## src/common/dpli_regs.vh

```
// constants for the dual-port lvds pixel input receiver
// assumes a 25 MHz core clock sampling the link lines directly
`ifndef DPLI_REGS_VH
`define DPLI_REGS_VH
`define DPLI_BITS_PER_CLOCK 7
`define DPLI_LANES          4
`define DPLI_COLOR_WIDTH    8
`define DPLI_FMT_VESA       1'b1
`define DPLI_FMT_JEIDA      1'b0
`define DPLI_LINE_WIDTH     960
`define DPLI_PIX_IDX_WIDTH  12
`endif

```

## src/verilog/dpli_receiver.v

```verilog
// dual-port lvds pixel receiver: deserialises odd and even ports, decodes rgb + data enable
// assumes lane and clock lines arrive as single-ended levels from outside the core_clk domain
//
// Contract
// - each link clock carries two pixels; odd port first, even port second.
// - two ports, odd and even, each four data lanes plus own clock.
// - bit_order_select high or open selects vesa order, low selects jeida order. the code has no pull-up, so an open strap is not forced to vesa.
// - colour components are 8-bit unsigned levels, larger is brighter.
// - bit 7 is msb and bit 0 is lsb for every colour.
// - all zeros black, all ones white, primaries and mixes follow directly.
// - a colour bit one is a high line level, zero is low.
// - each port carries a data enable timed by its own clock.
// - only data enable gives timing; line bounds come from its edges. the code also restarts the pixel index after LINE_WIDTH pairs.
`timescale 1ns/1ps
`include "dpli_regs.vh"
module dpli_receiver #(
  parameter LINE_WIDTH = `DPLI_LINE_WIDTH
) (
  input  wire        core_clk,             // core clock, 25 MHz
  input  wire        reset,                // synchronous, active high
  input  wire [3:0]  odd_lane_p,           // odd port lanes 0..3
  input  wire        odd_port_clock_p,     // odd port link clock
  input  wire [3:0]  even_lane_p,          // even port lanes 0..3
  input  wire        even_port_clock_p,    // even port link clock
  input  wire        bit_order_select,     // 1 vesa, 0 jeida
  output reg  [7:0]  odd_red_level,        // odd pixel red
  output reg  [7:0]  odd_green_level,      // odd pixel green
  output reg  [7:0]  odd_blue_level,       // odd pixel blue
  output reg  [7:0]  even_red_level,       // even pixel red
  output reg  [7:0]  even_green_level,     // even pixel green
  output reg  [7:0]  even_blue_level,      // even pixel blue
  output reg         pixel_valid,          // one-cycle strobe, pixel pair stored
  output reg  [11:0] odd_pixel_index,      // 2k+1 index within line
  output reg  [11:0] even_pixel_index,     // 2k+2 index within line
  output reg         line_start,           // pulse at first pair of a line
  output reg         line_end              // pulse at data enable fall
);

  // decode one pixel from 4x7 captured bits; returns {de,r,g,b}
  function [24:0] dpli_decode;
    input [27:0] w;   // lane l slot s at w[l*7+s], slot 0 first
    input        vesa;
    reg [6:0] a, b, c, d;
    reg [7:0] r, g, bl;
    begin
      a = w[6:0];
      b = w[13:7];
      c = w[20:14];
      d = w[27:21];
      if (vesa)
      begin
        r  = {d[1], d[0], a[5], a[4], a[3], a[2], a[1], a[0]};
        g  = {d[3], d[2], b[4], b[3], b[2], b[1], b[0], a[6]};
        bl = {d[5], d[4], c[3], c[2], c[1], c[0], b[6], b[5]};
      end
      else
      begin
        r  = {a[5], a[4], a[3], a[2], a[1], a[0], d[1], d[0]};
        g  = {b[4], b[3], b[2], b[1], b[0], a[6], d[3], d[2]};
        bl = {c[3], c[2], c[1], c[0], b[6], b[5], d[5], d[4]};
      end
      dpli_decode = {c[6], r, g, bl};
    end
  endfunction

  // two-flop synchronisers for all link lines and the strap
  reg [4:0] odd_s1_reg, odd_s2_reg, even_s1_reg, even_s2_reg;
  reg       sel_s1_reg, sel_s2_reg;
  always @(posedge core_clk)
  begin
    odd_s1_reg  <= {odd_port_clock_p, odd_lane_p};
    odd_s2_reg  <= odd_s1_reg;
    even_s1_reg <= {even_port_clock_p, even_lane_p};
    even_s2_reg <= even_s1_reg;
    sel_s1_reg  <= bit_order_select;
    sel_s2_reg  <= sel_s1_reg;
  end

  // clock edge detection on the second stage only
  reg odd_clk_d_reg, even_clk_d_reg;
  always @(posedge core_clk)
  begin
    odd_clk_d_reg  <= odd_s2_reg[4];
    even_clk_d_reg <= even_s2_reg[4];
  end
  wire odd_rise  = odd_s2_reg[4] & ~odd_clk_d_reg;
  wire even_rise = even_s2_reg[4] & ~even_clk_d_reg;

  // seven samples per lane per link period; the link clock rises at slot boundary 0
  // limitation: core_clk sampling only works when the bench link runs slowly
  reg [2:0]  odd_slot_reg, even_slot_reg;
  reg [27:0] odd_sh_reg, even_sh_reg, odd_word_reg, even_word_reg;
  reg        odd_word_ok_reg, even_word_ok_reg;
  reg        odd_run_reg, even_run_reg;
  integer l;
  always @(posedge core_clk)
  begin
    if (reset)
    begin
      odd_slot_reg     <= 3'h0;
      even_slot_reg    <= 3'h0;
      odd_sh_reg       <= 28'h0;
      even_sh_reg      <= 28'h0;
      odd_word_reg     <= 28'h0;
      even_word_reg    <= 28'h0;
      odd_word_ok_reg  <= 1'b0;
      even_word_ok_reg <= 1'b0;
      odd_run_reg      <= 1'b0;
      even_run_reg     <= 1'b0;
    end
    else
    begin
      odd_word_ok_reg  <= 1'b0;
      even_word_ok_reg <= 1'b0;
      if (odd_rise)
      begin
        odd_slot_reg <= 3'h1;
        odd_run_reg  <= 1'b1;
        if (odd_run_reg)
        begin
          odd_word_reg    <= odd_sh_reg;
          odd_word_ok_reg <= 1'b1;
        end
        for (l = 0; l < `DPLI_LANES; l = l + 1)
          odd_sh_reg[l*7] <= odd_s2_reg[l];
      end
      else if (odd_run_reg && odd_slot_reg < `DPLI_BITS_PER_CLOCK)
      begin
        for (l = 0; l < `DPLI_LANES; l = l + 1)
          odd_sh_reg[l*7 + odd_slot_reg] <= odd_s2_reg[l];
        odd_slot_reg <= odd_slot_reg + 3'h1;
      end
      if (even_rise)
      begin
        even_slot_reg <= 3'h1;
        even_run_reg  <= 1'b1;
        if (even_run_reg)
        begin
          even_word_reg    <= even_sh_reg;
          even_word_ok_reg <= 1'b1;
        end
        for (l = 0; l < `DPLI_LANES; l = l + 1)
          even_sh_reg[l*7] <= even_s2_reg[l];
      end
      else if (even_run_reg && even_slot_reg < `DPLI_BITS_PER_CLOCK)
      begin
        for (l = 0; l < `DPLI_LANES; l = l + 1)
          even_sh_reg[l*7 + even_slot_reg] <= even_s2_reg[l];
        even_slot_reg <= even_slot_reg + 3'h1;
      end
    end
  end

  // pair ports: hold the first finished word until the other arrives
  reg [27:0] odd_hold_reg, even_hold_reg;
  reg        odd_have_reg, even_have_reg;
  wire       odd_have_n  = odd_have_reg | odd_word_ok_reg;
  wire       even_have_n = even_have_reg | even_word_ok_reg;
  wire [27:0] odd_w  = odd_word_ok_reg ? odd_word_reg : odd_hold_reg;
  wire [27:0] even_w = even_word_ok_reg ? even_word_reg : even_hold_reg;
  wire [24:0] odd_px  = dpli_decode(odd_w, sel_s2_reg);
  wire [24:0] even_px = dpli_decode(even_w, sel_s2_reg);
  wire        pair    = odd_have_n & even_have_n;
  wire        de_both = odd_px[24] & even_px[24];

  // line pulses from data enable only, index also restarts after LINE_WIDTH pairs; pixels written as 2k+1, 2k+2
  reg        de_prev_reg;
  reg [11:0] pos_reg;
  always @(posedge core_clk)
  begin
    if (reset)
    begin
      odd_hold_reg     <= 28'h0;
      even_hold_reg    <= 28'h0;
      odd_have_reg     <= 1'b0;
      even_have_reg    <= 1'b0;
      de_prev_reg      <= 1'b0;
      pos_reg          <= 12'h0;
      pixel_valid      <= 1'b0;
      line_start       <= 1'b0;
      line_end         <= 1'b0;
      odd_red_level    <= 8'h00;
      odd_green_level  <= 8'h00;
      odd_blue_level   <= 8'h00;
      even_red_level   <= 8'h00;
      even_green_level <= 8'h00;
      even_blue_level  <= 8'h00;
      odd_pixel_index  <= 12'h0;
      even_pixel_index <= 12'h0;
    end
    else
    begin
      pixel_valid <= 1'b0;
      line_start  <= 1'b0;
      line_end    <= 1'b0;
      if (odd_word_ok_reg)
        odd_hold_reg <= odd_word_reg;
      if (even_word_ok_reg)
        even_hold_reg <= even_word_reg;
      odd_have_reg  <= pair ? 1'b0 : odd_have_n;
      even_have_reg <= pair ? 1'b0 : even_have_n;
      if (pair)
      begin
        de_prev_reg <= de_both;
        if (de_both)
        begin
          // levels pass straight through: code maps monotonically to brightness
          odd_red_level    <= odd_px[23:16];
          odd_green_level  <= odd_px[15:8];
          odd_blue_level   <= odd_px[7:0];
          even_red_level   <= even_px[23:16];
          even_green_level <= even_px[15:8];
          even_blue_level  <= even_px[7:0];
          odd_pixel_index  <= pos_reg + 12'h1;
          even_pixel_index <= pos_reg + 12'h2;
          pos_reg          <= (pos_reg + 12'h2 >= LINE_WIDTH[11:0] * 12'h2) ? 12'h0 : pos_reg + 12'h2;
          pixel_valid      <= 1'b1;
          line_start       <= ~de_prev_reg;
        end
        else
        begin
          pos_reg  <= 12'h0;
          line_end <= de_prev_reg;
        end
      end
    end
  end

endmodule

```

## config.mk

```make
export PLATFORM = sky130hd
export DESIGN_NAME = dpli_receiver
export DESIGN_NICKNAME = d
export VERILOG_FILES = /design/src/verilog/dpli_receiver.v
export VERILOG_INCLUDE_DIRS = /design/src /design/src/common
export SDC_FILE = /design/constraint.sdc
export NUM_CORES = 1
export LEC_CHECK = 0
export BUFFER_PORTS_ARGS = -buffer_cell sky130_fd_sc_hd__buf_2
export CORE_ASPECT_RATIO = 0.9
export CORE_MARGIN = 1.5
export CORE_UTILIZATION = 42
export DETAILED_ROUTE_END_ITERATION = 8
export PLACE_DENSITY = 0.7
export SYNTH_ARGS = -nofsm -noshare
export SYNTH_HDL_FRONTEND = slang
export SYNTH_SLANG_ARGS = --single-unit
```

## constraint.sdc

```tcl
create_clock -name core_clk -period 3.1 [get_ports core_clk]
set_input_delay 0.31 -clock core_clk [delete_from_list [all_inputs] [get_ports core_clk]]
set_output_delay 0.31 -clock core_clk [all_outputs]
set_load 0.02 [all_outputs]
```

==> metrics.log <==
INFO  metric first_pass_iters = 4
INFO  metric clock_skew = 0.01926 ns
INFO  metric ys_dominant_reg_cell = sky130_fd_sc_hd__dfxtp_1
INFO  metric ys_top_cells_by_area = sky130_fd_sc_hd__dfxtp_1 48%, sky130_fd_sc_hd__nand2_1 9.8%, sky130_fd_sc_hd__mux2i_1 9.5%, sky130_fd_sc_hd__a21oi_1 7.4%, sky130_fd_sc_hd__nor2_1 5.5%
INFO  metric worst_setup_path_end_kind = register
INFO  metric yosys.area.top_type_share = 0.4761
INFO  metric critical_path_launch_point_type = register
INFO  metric drc = 0
INFO  metric hold_path.class = input pin to register
INFO  metric final_antenna_net_count = 0
INFO  metric worstPathMaxFanout = 9
INFO  metric synth-edff-count = 0
INFO  metric number_of_max_slew_violations_in_the_final_report = 0
INFO  metric tightestPinTransition = 1.047 ns
INFO  metric power.ir.vdd_worst = 0.0004551 V
INFO  metric die_w = 176.9 um
INFO  metric area_used_by_multi_input_combinational_logic = roughly 5500 sq um
INFO  metric half_perimeter_wire_length_after_placement = 17.82 mm
INFO  metric filler_cells_inserted = 2543
INFO  metric slew_headroom = 0.3018
INFO  metric report.final.hold_viol_count = 0
INFO  metric number_of_standard_cells_after_synthesis = 1391
INFO  metric ctsHtreeMaxLevel = 1
INFO  metric path_clk_slew = 0.06 ns
INFO  metric fin_crit_period = about 2.5 ns
INFO  metric postSynthAreaPerCell = 8.222 sq um
INFO  metric placeableCoreArea = 26890 sq um
INFO  metric total_of_max_cap_violations = 0
INFO  metric drive_above_1_share = 0.1223
INFO  metric final_worst_path_cycle_share = 0.8088
INFO  metric hold_path_depth = 2
INFO  metric cp-startpoint = pos_reg[1]
INFO  metric grt_max_degree = 133
INFO  metric total_routed_wirelength = 27.24 mm
INFO  metric timing.critical_path.required = 3.58 ns
INFO  metric signed_area_change_from_the_synthesized_netlist_to_the_final_layout = 15.79%
INFO  metric setup_violations = 0
INFO  metric numPortBuffers = between 80 and 90
INFO  metric cts_inserted_buffers = 29
INFO  metric seq_area_frac_synth = 0.4761
INFO  metric synth.distinct_cells = 56
INFO  metric rsz0062_at_grt = no
INFO  metric synthesis.area = 11440 sq um
INFO  metric clock_tree_from_tritoncts = done
INFO  metric antenna-diode-count = 0
INFO  metric outcome = completed
INFO  metric first_iter_violations = 750
INFO  metric postCtsSetupBuffers = 0
INFO  metric p_leak = 4.974 nW
INFO  metric first_global_vias = 8707
INFO  metric grt_antenna_before_repair = 0
INFO  metric place_area = 12110 sq um
INFO  metric worst_ep_arrival_time = 2.99 ns
INFO  metric grt_overflow = 0
INFO  metric pwr_density_cell = between 500 and 600 nW/um^2
INFO  metric ff2ff_path_depth = 7
INFO  metric gp_congestion = 0.8914
INFO  metric clock_insertion_delay_worst_skew = 0.56 ns
INFO  metric synth.net_count = around 1400
INFO  metric fp-row-count = 57
INFO  metric initial_utilization = 0.4254
INFO  metric wl_per_cell = 14.99 um
INFO  metric boundaryPins = 88
INFO  metric asyncSetResetFlopFracSynth = 0
INFO  metric post_synth_most_frequent_cells = 300 x sky130_fd_sc_hd__nand2_1, 272 x sky130_fd_sc_hd__dfxtp_1, 170 x sky130_fd_sc_hd__a21oi_1
INFO  metric tritoncts_num_sinks = 272
INFO  metric layout.area.seq = 5446 sq um
INFO  metric die-area = 28230 sq um
INFO  metric ys.warnings.count = 0
INFO  metric die-height = between 150 and 200 um
INFO  metric final_design_area_no_fill = 13240 sq um
INFO  metric fin_nets = 1477
INFO  metric timing_worst_setup_path_type = register to register
INFO  metric wire_length_of_the_first_global_routing_pass = 44.72 mm
INFO  metric max_clock_freq = 0.3989 GHz
INFO  metric netlist.top_cell.by_area = sky130_fd_sc_hd__dfxtp_1
INFO  metric clock_tree.buffer_depth = 3
INFO  metric vias = 9602
INFO  metric via_per_inst = 5.282
INFO  metric yosysMostFrequentCell = sky130_fd_sc_hd__nand2_1
INFO  metric fin_setup_tns = 0 ns
INFO  metric global_route.usage.total = 0.1894
INFO  metric hp-start = reset
INFO  metric worstReg2RegStart = pos_reg[1]
INFO  metric synth-seq-cells = about 270
INFO  metric cts.root.buffer_cell = sky130_fd_sc_hd__clkbuf_16
-- cell families (layout without fill, tap and decap cells) --
family,after synthesis,after routing,synth area share
multiplexers,110,110,0.09638
AO/OA/AOI/OAI,296,296,0.1497
adder cells (fa/ha/maj),23,23,0.02516
buffers and inverters,120,193,0.04245
XOR/XNOR,14,14,0.01072
flip-flops,272,272,0.4761
other,1,1,0.0003279
AND/OR/NAND/NOR,555,555,0.1992
-- cell type report --
| class | count | area share |
|---|---|---|
| Clock buffer | 36 | 0.06207 |
| Inverter | 14 | 0.003968 |
| Multi-Input combinational cell | 999 | 0.4163 |
| Timing Repair Buffer | 125 | 0.05811 |
| Sequential cell | 272 | 0.4113 |
| Clock inverter | 18 | 0.01483 |
| Tap cell | 354 | 0.03345 |
-- repair_timing --
| action | in CTS | in global routing |
|---|---|---|
| hold buffers | 11 | 0 |
| endpoints found under the setup margin | 0 | 0 |
| hold endpoints to repair | 11 | 0 |
| resized for setup | 0 | 0 |
-- per-layer routing --
layer	wire length, um	track usage
met2	11030	0.2676
met5	0	0
met3	1536	0.03128
met4	505	0.04430
met1	14170	0.2957
-- path summary, 6_finish.rpt --
| check | endpoint | slack, ns |
|---|---|---|
| worst max-delay path | pos_reg[9] | 0.59 |
| worst min-delay path | odd_pixel_index[0] | 0.32 |
| worst max register to register | pos_reg[9] | 0.59 |
| worst min register to register | even_s2_reg[3] | 0.33 |
-- per-stage QoR --
step / total power, mW / utilization / instances / hold WS (ns) / setup WS [ns]
2_1_floorplan: 3.921 / - / 1391 / 0.3096 / 0.7001
3_3_place_gp: 4.028 / 0.4506 / 1753 / 0.3120 / 0.7024
3_5_place_dp: 4.029 / 0.4506 / 1753 / 0.3128 / 0.6456
4_1_cts: 7.642 / 0.4925 / 1818 / 0.3273 / 0.6213
5_1_grt: 7.844 / 0.4925 / 1818 / 0.3299 / 0.3800
6_report: 7.567 / 0.4925 / 1818 / 0.3226 / 0.5928
-- cells in the final DEF, fill, tap and decap left out, drive strengths merged, types with 3 or more instances in the layout --
master	instances
a211oi	17
a21boi	6
a21oi	170
a22oi	4
a31oi	29
a32oi	3
and2	6
buf	114
bufinv	3
clkbuf	36
clkinv	9
clkinvlp	5
dfxtp	272
dlygate4sd3	11
ha	23
inv	15
mux2i	109
nand2	300
nand2b	6
nand3	38
nand4	6
nor2	167
nor2b	7
nor3	13
o21ai	24
o22ai	28
xnor2	9
xor2	5
-- power breakdown --
part           switching, mW  internal, mW  total [mW]
registers             0.0442          3.53        3.58
clock network           1.46          2.14        3.60
logic                  0.262         0.131       0.393
-- worst max-delay path: stages (launching register included) --
cell and delay [ns]:
sky130_fd_sc_hd__dfxtp_1 0.43, sky130_fd_sc_hd__ha_1 0.33, sky130_fd_sc_hd__nand3_2 0.22, sky130_fd_sc_hd__nor3_1 0.37, sky130_fd_sc_hd__xor2_1 0.18, sky130_fd_sc_hd__a2111oi_4 0.58
sky130_fd_sc_hd__o21ai_1 0.13, sky130_fd_sc_hd__a31oi_1 0.20
Power figures use the tool's default switching activity.
